--- src/pkg/cq_desc_pkg.sv ---
// Purpose: Constants and types for the completer request descriptor framer
// Assumes: Header fields arrive already parsed from the received request
// Notes: Register offsets are byte addresses on a 32-bit Wishbone bus
package cq_desc_pkg;

	// Descriptor field positions
	localparam int ADDR_LSB = 2;
	localparam int ADDR_MSB = 63;
	localparam int CNT_LSB = 64;
	localparam int CNT_MSB = 74;
	localparam int TYPE_LSB = 75;
	localparam int TYPE_MSB = 78;
	localparam int RID_LSB = 80;
	localparam int RID_MSB = 95;
	localparam int TAG_LSB = 96;
	localparam int TAG_MSB = 103;
	localparam int FUNC_LSB = 104;
	localparam int FUNC_MSB = 111;
	localparam int BAR_LSB = 112;
	localparam int BAR_MSB = 114;
	localparam int APER_LSB = 115;
	localparam int APER_MSB = 120;
	localparam int TC_LSB = 121;
	localparam int TC_MSB = 123;
	localparam int ATTR_LSB = 124;
	localparam int ATTR_MSB = 126;
	localparam int SNOOP_LSB = 0;
	localparam int SNOOP_MSB = 15;
	localparam int NOSNOOP_LSB = 16;
	localparam int NOSNOOP_MSB = 31;
	localparam int OBFF_LSB = 32;
	localparam int OBFF_MSB = 35;
	localparam int DESC_W = 128;

	// Request type codes
	localparam logic [3:0] RT_MEM_RD = 4'h0;
	localparam logic [3:0] RT_MEM_WR = 4'h1;
	localparam logic [3:0] RT_IO_RD = 4'h2;
	localparam logic [3:0] RT_IO_WR = 4'h3;
	localparam logic [3:0] RT_FETCH_ADD = 4'h4;
	localparam logic [3:0] RT_SWAP = 4'h5;
	localparam logic [3:0] RT_CAS = 4'h6;
	localparam logic [3:0] RT_MSG = 4'hC;
	localparam logic [3:0] RT_MSG_VENDOR = 4'hD;
	localparam logic [3:0] RT_MSG_ATS = 4'hE;

	// Target function, BAR, count and OBFF codes
	localparam logic [7:0] FUNC_VF_BASE = 8'h40;
	localparam logic [2:0] BAR_ROM = 3'h6;
	localparam logic [2:0] BAR_NO_CHECK = 3'h7;
	localparam logic [10:0] CNT_ONE = 11'h001;
	localparam logic [3:0] OBFF_CPU_ACTIVE = 4'hF;
	localparam logic [3:0] OBFF_MEM_PATH = 4'h1;
	localparam logic [3:0] OBFF_IDLE = 4'h0;

	// Register map
	localparam logic [3:0] REG_CTRL = 4'h0;
	localparam logic [3:0] REG_STATUS = 4'h4;
	localparam int CTRL_ARI_BIT = 0;
	localparam int STAT_CNT_LSB = 0;
	localparam int STAT_CNT_MSB = 15;
	localparam int STAT_TYPE_LSB = 16;
	localparam int STAT_TYPE_MSB = 19;
	localparam int STAT_OBFF_RSV_BIT = 20;

	typedef enum logic [3:0] {
		KIND_MEM_RD, KIND_MEM_WR, KIND_IO_RD, KIND_IO_WR, KIND_FETCH_ADD, KIND_SWAP,
		KIND_CAS, KIND_MSG_LTR, KIND_MSG_OBFF, KIND_MSG_OTHER, KIND_MSG_VENDOR, KIND_MSG_ATS
	} reqKind_t;

	typedef struct packed {
		reqKind_t kind;
		logic addr64;
		logic [61:0] dwAddr;
		logic [10:0] dwCount;
		logic zeroLen;
		logic [3:0] firstBe;
		logic [3:0] lastBe;
		logic [15:0] reqId;
		logic [7:0] tag;
		logic [2:0] tc;
		logic [2:0] attr;
		logic isVf;
		logic [2:0] funcIdx;
		logic [2:0] barId;
		logic barIs64;
		logic romHit;
		logic noBarCheck;
		logic [5:0] aperture;
		logic [5:0] vfCountLog2;
		logic [15:0] snoopLat;
		logic [15:0] noSnoopLat;
		logic [3:0] obffCode;
	} reqHdr_t;

	typedef struct packed {
		logic sop;
		logic [3:0] firstDwordByteEnables;
		logic [3:0] lastDwordByteEnables;
	} cqSideband_t;

endpackage : cq_desc_pkg

--- src/hdl/completer_req_descriptor.sv ---
// Purpose: Frames each completer request as a 128-bit descriptor stream
// Assumes: Parsed header and BAR check result arrive with a valid/ready pair
// Notes: Only the descriptor is emitted; payload is joined elsewhere
`timescale 1ns/1ps
module completer_req_descriptor
	import cq_desc_pkg::*;
#(
	parameter int DATA_W = 128
)(
	// Clock and reset
	input wire logic clk_sys,
	input wire logic rst_n,
	// Parsed request in
	input wire reqHdr_t hdrIn,
	input wire logic hdrValid,
	output logic hdrReady,
	// Descriptor stream out
	output logic [DATA_W-1:0] descData,
	output logic [DATA_W/32-1:0] descKeep,
	output logic descValid,
	output logic descLast,
	input wire logic descReady,
	output cqSideband_t completerRequestSideband,
	// Wishbone slave
	input wire logic wb_cyc_i,
	input wire logic wb_stb_i,
	input wire logic wb_we_i,
	input wire logic [3:0] wb_adr_i,
	input wire logic [3:0] wb_sel_i,
	input wire logic [31:0] wb_dat_i,
	output logic [31:0] wb_dat_o,
	output logic wb_ack_o
);

	localparam int KEEP_W = DATA_W / 32;

	if (DATA_W != 64 && DATA_W != 128 && DATA_W != 256)
	begin : g_badWidth
		$error("DATA_W must be 64, 128 or 256");
	end

	typedef enum logic [1:0] {ST_IDLE, ST_LOW, ST_HIGH} state_t;

	// Type code for each request kind
	function automatic logic [3:0] typeCode(input reqKind_t k);
		case (k)
			KIND_MEM_RD: typeCode = RT_MEM_RD;
			KIND_MEM_WR: typeCode = RT_MEM_WR;
			KIND_IO_RD: typeCode = RT_IO_RD;
			KIND_IO_WR: typeCode = RT_IO_WR;
			KIND_FETCH_ADD: typeCode = RT_FETCH_ADD;
			KIND_SWAP: typeCode = RT_SWAP;
			KIND_CAS: typeCode = RT_CAS;
			KIND_MSG_VENDOR: typeCode = RT_MSG_VENDOR;
			KIND_MSG_ATS: typeCode = RT_MSG_ATS;
			default: typeCode = RT_MSG;
		endcase
	endfunction : typeCode

	// Kind belongs to the memory, I/O and atomic format
	function automatic logic isAddrKind(input reqKind_t k);
		isAddrKind = (k inside {KIND_MEM_RD, KIND_MEM_WR, KIND_IO_RD, KIND_IO_WR,
			KIND_FETCH_ADD, KIND_SWAP, KIND_CAS});
	endfunction : isAddrKind

	// Kind is an I/O access
	function automatic logic isIoKind(input reqKind_t k);
		isIoKind = (k == KIND_IO_RD) || (k == KIND_IO_WR);
	endfunction : isIoKind

	state_t state_q, state_d;
	logic [DESC_W-1:0] desc_q;
	logic hdrReady_q;
	logic ariEn_q;
	logic obffRsv_q;
	logic [15:0] descCnt_q;
	logic [3:0] lastType_q;
	logic [DATA_W-1:0] descData_q;
	logic [KEEP_W-1:0] descKeep_q;
	logic descValid_q, descLast_q;
	cqSideband_t sideband_q;
	logic [31:0] wbDat_q;
	logic wbAck_q;

	// Field derivation from the incoming header
	wire logic accept = hdrValid && hdrReady_q;
	wire logic addrKind = isAddrKind(hdrIn.kind);
	wire logic ioKind = isIoKind(hdrIn.kind);
	wire logic memKind = (hdrIn.kind == KIND_MEM_RD) || (hdrIn.kind == KIND_MEM_WR);
	wire logic msgKind = !addrKind;
	wire logic zeroLenMem = memKind && hdrIn.zeroLen;
	wire logic [3:0] reqType = typeCode(hdrIn.kind);
	wire logic [61:0] dwAddr = hdrIn.addr64 ? hdrIn.dwAddr : {30'h0, hdrIn.dwAddr[29:0]};
	wire logic [10:0] dwCount = (ioKind || zeroLenMem) ? CNT_ONE : hdrIn.dwCount;
	wire logic [3:0] firstBe = zeroLenMem ? 4'h0 : hdrIn.firstBe;
	wire logic [7:0] funcRaw = hdrIn.isVf ? (FUNC_VF_BASE | {5'h00, hdrIn.funcIdx})
		: {5'h00, hdrIn.funcIdx};
	wire logic [7:0] targetFunc = ariEn_q ? funcRaw : {5'h00, funcRaw[2:0]};
	wire logic [2:0] barCode = hdrIn.noBarCheck ? BAR_NO_CHECK : hdrIn.romHit ? BAR_ROM
		: hdrIn.barIs64 ? {hdrIn.barId[2:1], 1'b0} : hdrIn.barId;
	wire logic apShrink = hdrIn.isVf && (hdrIn.aperture > hdrIn.vfCountLog2);
	wire logic [5:0] aperture = !hdrIn.isVf ? hdrIn.aperture
		: apShrink ? 6'(hdrIn.aperture - hdrIn.vfCountLog2) : 6'h00;
	wire logic [2:0] attr = {hdrIn.attr[2] && (memKind || msgKind), hdrIn.attr[1:0]};
	wire logic obffReserved = (hdrIn.kind == KIND_MSG_OBFF) && !(hdrIn.obffCode inside
		{OBFF_CPU_ACTIVE, OBFF_MEM_PATH, OBFF_IDLE});

	// Descriptor assembly
	logic [DESC_W-1:0] descNext;
	always_comb
	begin
		descNext = '0;
		descNext[CNT_MSB:CNT_LSB] = dwCount;
		descNext[TYPE_MSB:TYPE_LSB] = reqType;
		descNext[RID_MSB:RID_LSB] = hdrIn.reqId;
		descNext[TAG_MSB:TAG_LSB] = hdrIn.tag;
		descNext[TC_MSB:TC_LSB] = hdrIn.tc;
		descNext[ATTR_MSB:ATTR_LSB] = attr;
		if (addrKind)
		begin
			descNext[ADDR_MSB:ADDR_LSB] = dwAddr;
			descNext[FUNC_MSB:FUNC_LSB] = targetFunc;
			descNext[BAR_MSB:BAR_LSB] = barCode;
			descNext[APER_MSB:APER_LSB] = aperture;
		end
		else if (hdrIn.kind == KIND_MSG_LTR)
		begin
			descNext[SNOOP_MSB:SNOOP_LSB] = hdrIn.snoopLat;
			descNext[NOSNOOP_MSB:NOSNOOP_LSB] = hdrIn.noSnoopLat;
		end
		else if (hdrIn.kind == KIND_MSG_OBFF)
		begin
			descNext[OBFF_MSB:OBFF_LSB] = hdrIn.obffCode;
		end
	end

	// Beat sequencing
	wire logic beatDone = descValid_q && descReady;
	wire logic twoBeats = (DATA_W == 64);
	always_comb
	begin
		state_d = state_q;
		case (state_q)
			ST_IDLE: if (accept) state_d = ST_LOW;
			ST_LOW: if (beatDone) state_d = twoBeats ? ST_HIGH : ST_IDLE;
			ST_HIGH: if (beatDone) state_d = ST_IDLE;
			default: state_d = ST_IDLE;
		endcase
	end

	wire logic [DATA_W-1:0] highBeat = DATA_W'(desc_q[DESC_W-1:DESC_W/2]);
	wire logic [KEEP_W-1:0] descKeepVal = KEEP_W'(4'hF);

	// Stream registers
	always_ff @(posedge clk_sys)
	begin
		if (!rst_n)
		begin
			state_q <= ST_IDLE;
			desc_q <= '0;
			hdrReady_q <= 1'b0;
			descData_q <= '0;
			descKeep_q <= '0;
			descValid_q <= 1'b0;
			descLast_q <= 1'b0;
			sideband_q <= '0;
		end
		else
		begin
			state_q <= state_d;
			hdrReady_q <= (state_d == ST_IDLE) && !accept;
			if (accept)
			begin
				desc_q <= descNext;
				descData_q <= DATA_W'(descNext);
				descKeep_q <= descKeepVal;
				descValid_q <= 1'b1;
				descLast_q <= !twoBeats;
				sideband_q <= '{sop: 1'b1, firstDwordByteEnables: firstBe,
					lastDwordByteEnables: hdrIn.lastBe};
			end
			else if (beatDone && state_q == ST_LOW && twoBeats)
			begin
				descData_q <= highBeat;
				descLast_q <= 1'b1;
				sideband_q.sop <= 1'b0;
			end
			else if (beatDone)
			begin
				descValid_q <= 1'b0;
				descLast_q <= 1'b0;
				sideband_q <= '0;
			end
		end
	end

	// Wishbone decode
	wire logic wbReq = wb_cyc_i && wb_stb_i && !wbAck_q;
	// Writes land on the edge that sees ack high, while the master still holds them
	wire logic wbWrite = wb_cyc_i && wb_stb_i && wb_we_i && wbAck_q;
	wire logic hitCtrl = (wb_adr_i == REG_CTRL);
	wire logic hitStatus = (wb_adr_i == REG_STATUS);
	wire logic rsvClear = wbWrite && hitStatus && wb_sel_i[2] && wb_dat_i[STAT_OBFF_RSV_BIT];
	wire logic [31:0] statusWord = {11'h000, obffRsv_q, lastType_q, descCnt_q};
	wire logic [31:0] readWord = hitCtrl ? {31'h0, ariEn_q} : hitStatus ? statusWord : 32'h0;

	// Register file and bus answer
	always_ff @(posedge clk_sys)
	begin
		if (!rst_n)
		begin
			ariEn_q <= 1'b0;
			obffRsv_q <= 1'b0;
			descCnt_q <= '0;
			lastType_q <= '0;
			wbAck_q <= 1'b0;
			wbDat_q <= '0;
		end
		else
		begin
			wbAck_q <= wbReq;
			wbDat_q <= wbReq ? readWord : 32'h0;
			if (wbWrite && hitCtrl && wb_sel_i[0])
				ariEn_q <= wb_dat_i[CTRL_ARI_BIT];
			// Set wins over clear
			obffRsv_q <= (accept && obffReserved) || (obffRsv_q && !rsvClear);
			if (accept)
			begin
				descCnt_q <= descCnt_q + 16'h0001;
				lastType_q <= reqType;
			end
		end
	end

	assign hdrReady = hdrReady_q;
	assign descData = descData_q;
	assign descKeep = descKeep_q;
	assign descValid = descValid_q;
	assign descLast = descLast_q;
	assign completerRequestSideband = sideband_q;
	assign wb_dat_o = wbDat_q;
	assign wb_ack_o = wbAck_q;

	// Descriptor checks
	AST_IO_COUNT: assert property (@(posedge clk_sys) disable iff (!rst_n)
		accept && isIoKind(hdrIn.kind) |=> desc_q[CNT_MSB:CNT_LSB] == CNT_ONE)
		else $error("I/O count not one");
	AST_ADDR32: assert property (@(posedge clk_sys) disable iff (!rst_n)
		accept && isAddrKind(hdrIn.kind) && !hdrIn.addr64 |=> desc_q[63:32] == 32'h0)
		else $error("Upper address not cleared");
	AST_ZERO_LEN: assert property (@(posedge clk_sys) disable iff (!rst_n)
		accept && hdrIn.zeroLen && hdrIn.kind == KIND_MEM_WR
		|=> desc_q[CNT_MSB:CNT_LSB] == CNT_ONE
		&& completerRequestSideband.firstDwordByteEnables == 4'h0)
		else $error("Zero length not reported");
	AST_TYPE: assert property (@(posedge clk_sys) disable iff (!rst_n)
		accept |=> desc_q[TYPE_MSB:TYPE_LSB] == typeCode($past(hdrIn.kind)) && descValid)
		else $error("Request type wrong");
	AST_BAR64: assert property (@(posedge clk_sys) disable iff (!rst_n)
		accept && isAddrKind(hdrIn.kind) && hdrIn.barIs64 && !hdrIn.romHit && !hdrIn.noBarCheck
		|=> desc_q[BAR_LSB] == 1'b0)
		else $error("64-bit BAR not lower");
	AST_IDO: assert property (@(posedge clk_sys) disable iff (!rst_n)
		accept && isAddrKind(hdrIn.kind) && !memKind |=> !desc_q[ATTR_MSB])
		else $error("Ordering bit on wrong kind");
	AST_ARI_FUNC: assert property (@(posedge clk_sys) disable iff (!rst_n)
		accept && !ariEn_q |=> desc_q[FUNC_MSB:FUNC_LSB+3] == 5'h00)
		else $error("Upper function bits set");
	AST_TAG: assert property (@(posedge clk_sys) disable iff (!rst_n)
		accept |=> desc_q[TAG_MSB:TAG_LSB] == $past(hdrIn.tag))
		else $error("Tag not passed");
	AST_BEATS: assert property (@(posedge clk_sys) disable iff (!rst_n)
		beatDone && completerRequestSideband.sop |=> descValid == twoBeats && (descLast || !twoBeats))
		else $error("Beat count wrong");

	// Field pass-through checks
	AST_ADDR_PASS: assert property (@(posedge clk_sys) disable iff (!rst_n)
		accept && isAddrKind(hdrIn.kind) && hdrIn.addr64
		|=> desc_q[ADDR_MSB:ADDR_LSB] == $past(hdrIn.dwAddr))
		else $error("Dword address not passed");
	AST_COUNT_PASS: assert property (@(posedge clk_sys) disable iff (!rst_n)
		accept && memKind && !hdrIn.zeroLen |=> desc_q[CNT_MSB:CNT_LSB] == $past(hdrIn.dwCount))
		else $error("Dword count not passed");
	AST_RID: assert property (@(posedge clk_sys) disable iff (!rst_n)
		accept |=> desc_q[RID_MSB:RID_LSB] == $past(hdrIn.reqId))
		else $error("Requester ID not passed");
	AST_ARI_RID: assert property (@(posedge clk_sys) disable iff (!rst_n)
		accept && ariEn_q |=> desc_q[RID_MSB:RID_LSB] == $past(hdrIn.reqId))
		else $error("Requester ID altered with ARI");
	AST_VF_FUNC: assert property (@(posedge clk_sys) disable iff (!rst_n)
		accept && isAddrKind(hdrIn.kind) && hdrIn.isVf && ariEn_q
		|=> desc_q[FUNC_MSB:FUNC_LSB] == (FUNC_VF_BASE | 8'($past(hdrIn.funcIdx))))
		else $error("Virtual function number wrong");
	AST_BAR_NOCHK: assert property (@(posedge clk_sys) disable iff (!rst_n)
		accept && isAddrKind(hdrIn.kind) && hdrIn.noBarCheck
		|=> desc_q[BAR_MSB:BAR_LSB] == BAR_NO_CHECK)
		else $error("No-check BAR code wrong");
	AST_BAR_ROM: assert property (@(posedge clk_sys) disable iff (!rst_n)
		accept && isAddrKind(hdrIn.kind) && hdrIn.romHit && !hdrIn.noBarCheck
		|=> desc_q[BAR_MSB:BAR_LSB] == BAR_ROM)
		else $error("ROM BAR code wrong");
	AST_APER: assert property (@(posedge clk_sys) disable iff (!rst_n)
		accept && isAddrKind(hdrIn.kind) && !hdrIn.isVf
		|=> desc_q[APER_MSB:APER_LSB] == $past(hdrIn.aperture))
		else $error("Aperture not passed");
	AST_VF_APER: assert property (@(posedge clk_sys) disable iff (!rst_n)
		accept && isAddrKind(hdrIn.kind) && hdrIn.isVf && hdrIn.aperture > hdrIn.vfCountLog2
		|=> desc_q[APER_MSB:APER_LSB] == 6'($past(hdrIn.aperture) - $past(hdrIn.vfCountLog2)))
		else $error("Virtual aperture wrong");
	AST_TC: assert property (@(posedge clk_sys) disable iff (!rst_n)
		accept |=> desc_q[TC_MSB:TC_LSB] == $past(hdrIn.tc))
		else $error("Traffic class not passed");
	AST_LTR: assert property (@(posedge clk_sys) disable iff (!rst_n)
		accept && hdrIn.kind == KIND_MSG_LTR
		|=> desc_q[NOSNOOP_MSB:SNOOP_LSB] == {$past(hdrIn.noSnoopLat), $past(hdrIn.snoopLat)})
		else $error("Latency values wrong");
	AST_OBFF: assert property (@(posedge clk_sys) disable iff (!rst_n)
		accept && hdrIn.kind == KIND_MSG_OBFF |=> desc_q[OBFF_MSB:OBFF_LSB] == $past(hdrIn.obffCode))
		else $error("Hint code not passed");
	AST_MSG_ZERO: assert property (@(posedge clk_sys) disable iff (!rst_n)
		accept && !isAddrKind(hdrIn.kind) |=> desc_q[APER_MSB:FUNC_LSB] == 17'h00000)
		else $error("Message descriptor has stray bits");
	AST_SPARE_ZERO: assert property (@(posedge clk_sys) disable iff (!rst_n)
		accept |=> !desc_q[DESC_W-1] && !desc_q[TYPE_MSB+1])
		else $error("Spare descriptor bit set");

	// Stream handshake checks
	AST_HOLD: assert property (@(posedge clk_sys) disable iff (!rst_n)
		descValid_q && !descReady |=> descValid_q && $stable(descData_q))
		else $error("Beat changed before taken");
	AST_ONE_PENDING: assert property (@(posedge clk_sys) disable iff (!rst_n)
		descValid_q |-> !hdrReady_q)
		else $error("Ready while descriptor pending");

endmodule : completer_req_descriptor

--- config.mk ---
export PLATFORM = sky130hd
export DESIGN_NAME = completer_req_descriptor
export DESIGN_NICKNAME = d
export VERILOG_FILES = /design/src/pkg/cq_desc_pkg.sv /design/src/hdl/completer_req_descriptor.sv
export SDC_FILE = /design/constraint.sdc
export NUM_CORES = 1
export LEC_CHECK = 0
export ABC_AREA = 1
export BUFFER_PORTS_ARGS = -buffer_cell sky130_fd_sc_hd__buf_2
export CAP_MARGIN = 30
export CORE_AREA = 2 2 153 155
export CTS_CLUSTER_DIAMETER = 100
export CTS_CLUSTER_SIZE = 8
export DETAILED_ROUTE_END_ITERATION = 8
export DIE_AREA = 0 0 155 157
export GPL_ROUTABILITY_DRIVEN = 1
export PLACE_DENSITY_LB_ADDON = 0.3
export SETUP_SLACK_MARGIN = 0.05
export SYNTH_ARGS = -nofsm -noshare
export SYNTH_HDL_FRONTEND = slang
export SYNTH_SLANG_ARGS = --single-unit
--- constraint.sdc ---
create_clock -name clk_sys -period 1.4 [get_ports clk_sys]
set_clock_uncertainty 0.1 [all_clocks]
set_input_delay 0.21 -clock clk_sys [delete_from_list [all_inputs] [get_ports clk_sys]]
set_output_delay 0.21 -clock clk_sys [all_outputs]
set_load 0.02 [all_outputs]
==> results.sh <==
export IMPL_outcome="finished, final reports clean"
export IMPL_max_stage_delay_ns=0.39
export IMPL_fin_crit_sh_pct=99.5
export IMPL_crit_required_ns=1.61
export IMPL_grt_pass1_wl_um=38600
export IMPL_wl_per_cell_um=16.6
export IMPL_path_class="flip-flop to flip-flop"
export IMPL_end_kind="flip-flop"
export IMPL_power_mw=12.3
export IMPL_synth_seq_cells=175
export IMPL_min_period_ns=1.39
export IMPL_hold_viol_final=0
export IMPL_drcViolationCount=0
export IMPL_async_reset_ff_share_pct=0
export IMPL_viasPerCell=4.70
export IMPL_fin_area_um2=12400
export IMPL_insertion_delay_ns=0.41
export IMPL_slew_headroom_pct=62.4
export IMPL_post_place_cells=1476
export IMPL_synthCells=833
export IMPL_htreeDepth=4
export IMPL_layout_nets=1629
export IMPL_cp_start_kind="flip-flop"
export IMPL_grt_ovfl_total=0
export IMPL_grt_max_degree=45
export IMPL_synth_edf_count=0
export IMPL_track_usage_pct=20.0
export IMPL_p_leak_nw=5.85
export IMPL_clockBufferDepth=2
export IMPL_fin_ws_ns=0.00758
export IMPL_wl_um=28200
export IMPL_cp_slowest_cell="dfxtp_4"
export IMPL_wl_met3_um=1770
export IMPL_worstPathMaxFanout=8
export IMPL_multi_input_area_um2=3140
export IMPL_io_buffers=349
export IMPL_dr_pass1_iters=5
export IMPL_place_detailed_hpwl_um=17000
export IMPL_utilization_pct=55.2
export IMPL_hold_path_class="input pin to flip-flop"
export IMPL_grt_setup_unrepaired="true"
export IMPL_fin_cells=1696
export IMPL_fillCellCount=1976
export IMPL_drt_iter0_markers=394
export IMPL_crit_path_cell_trace="buf_6 > nand2_8 > buf_8 > clkbuf_16 > nor3_2 > nor3_1"
export IMPL_row_count=55
export IMPL_io_pins=399
export IMPL_die_h_um=157
export IMPL_fin_setup_tns_ns=0
export IMPL_cts_num_sinks=175
export IMPL_clk_pin_slew_ns=0.08
export IMPL_syn_area_um2=6920
export IMPL_setup_violations=0
export IMPL_wl_met1_um=11700
export IMPL_met2_length_um=13700
export IMPL_cap_viol_max_count=0
export IMPL_top_layer_used="met4"
export IMPL_ir_worst_vdd_v=0.000656
export IMPL_hold_ws_ns=0.0202
export IMPL_initial_utilization_pct=30.8
export IMPL_synth_warnings=0
export IMPL_root_buffer="clkbuf_16"
export IMPL_synth_seq_area_share_pct=50.6
export IMPL_coreArea_um2=22500
export IMPL_area_growth_pct=79.4
export IMPL_synth_area_per_cell_um2=8.31
export IMPL_antenna_left=0
export IMPL_fp_dieArea_um2=24300
export IMPL_cts_tree="done"
export IMPL_grt_pass1_vias=7670
export IMPL_arrival_ns=1.60
export IMPL_antenna_found_initial=1
export IMPL_place_area_um2=9280
export IMPL_post_place_ws_ns=-0.428
export IMPL_powerDensity_nw_per_um2=992
export IMPL_place_gp_congestion=0.877
export IMPL_fp_dieW_um=155
export IMPL_synth_cell_types=41
export IMPL_synthFlopType="dfxtp_1"
export IMPL_layout_drive_gt1_share_pct=39.3
export IMPL_ff_latch_area_um2=3520
export IMPL_worst_pin_slew_ns=0.561
export IMPL_vias=7979
export IMPL_fmax_mhz=718
export IMPL_cts_buffers=17
export IMPL_maxSlewViolCount=0
==> cell type report <==
| type | instances | share of cell area (%) |
|---|---|---|
| timing repair buffer | 595 | 36.4 |
| sequential | 175 | 28.4 |
| multi-input combinational | 546 | 25.3 |
| clock buffer | 18 | 3.54 |
| tap | 285 | 2.87 |
| inverter | 62 | 2.31 |
| clock inverter | 14 | 1.18 |
| antenna | 1 | 0.0201 |
==> sequential cells by signal, summed over array words and instances (netlist names) <==
name,flops
ariEn_q,1
completerRequestSideband,8
descCnt_q,16
descData,119
descKeep,1
descLast,1
hdrReady,1
lastType_q,3
obffRsv_q,1
state_q,2
wb_ack_o,1
wb_dat_o,21
==> where the power goes <==
group / internal, mW / total [mW] / switching [mW]
sequential: 5.14 / 5.24 / 0.100
clock: 2.43 / 4.70 / 2.27
combinational: 1.18 / 2.38 / 1.20
==> critical path, delay by kind of cell (launching register included) <==
family / cells / cell delay [ns]
buffers and inverters: 3 / 0.45
DFF: 1 / 0.39
and+or+nand+nor: 3 / 0.34
==> path summary, 6_finish.rpt <==
check / start / end / slack [ns] / cells after the start
worst min register to register: obffRsv_q$_SDFF_PN0_ / wb_dat_o[20]$_SDFF_PP0_ / 0.34 / 2
worst max register to register: hdrReady$_SDFF_PN0_ / descCnt_q[3]$_SDFFE_PN0P_ / 0.008 / 6
worst min-delay path: hdrIn[47] / descData[120]$_SDFFE_PN0P_ / 0.02 / 5
worst max-delay path: hdrReady$_SDFF_PN0_ / descCnt_q[3]$_SDFFE_PN0P_ / 0.008 / 6
==> cell families (layout without fill, tap and decap cells) <==
group / count (synthesis) / count (layout) / synth area share (%)
XOR/XNOR: 4 / 4 / 0.506
buffers and inverters: 129 / 689 / 9.40
flip-flops: 175 / 175 / 50.6
adder cells (fa/ha/maj): 10 / 10 / 1.92
AND/OR/NAND/NOR: 362 / 363 / 22.9
other: 1 / 18 / 0.0542
AO/OA/AOI/OAI: 152 / 152 / 14.6
==> timing repair <==
action	CTS	global route
pin swaps	6	31
gates cloned	1	17
hold endpoints to repair	122	0
setup endpoints to repair	98	85
buffers inserted	3	9
hold buffers	157	0
gates resized for setup	27	105
==> cells in the final DEF (no fill, tap or decap), drive strengths merged, types with 9 or more instances in the layout <==
master and instances:
nand3 61, clkbuf 31, a32o 16, nand2 222, inv 67, conb 17
dfxtp 175, a21oi 23, o21ai 43, a22o 33, nor3 17, a31oi 32
dlygate4sd3 157, nor2 49, buf 425, ha 9
==> cells in the mapped netlist (all sizes together) (2+ instances only) <==
cell type    n  area [um2]
buf         56         375
nor4         2        27.5
or2          2        12.5
a22o        33         289
dfxtp      175        3500
inv         62         233
nand3       61         315
ha           9         113
nor2        49         194
nand2      221         842
nor3        17         124
o22ai        3        18.8
xor2         3        26.3
nand4        7        50.1
a21oi       23         115
a31oi       32         200
o21ai       43         215
a32o        16         160
clkbuf      11        42.5
==> metal layers <==
| metal | vias up | GRT usage, % |
|---|---|---|
| met5 | - | 0 |
| met4 | 0 | 9.48 |
| met3 | 65 | 4.68 |
| met2 | 371 | 34.8 |
| met1 | 3649 | 23.4 |
| li1 | 3894 | - |
No activity file was read; power rests on OpenSTA's default activity.
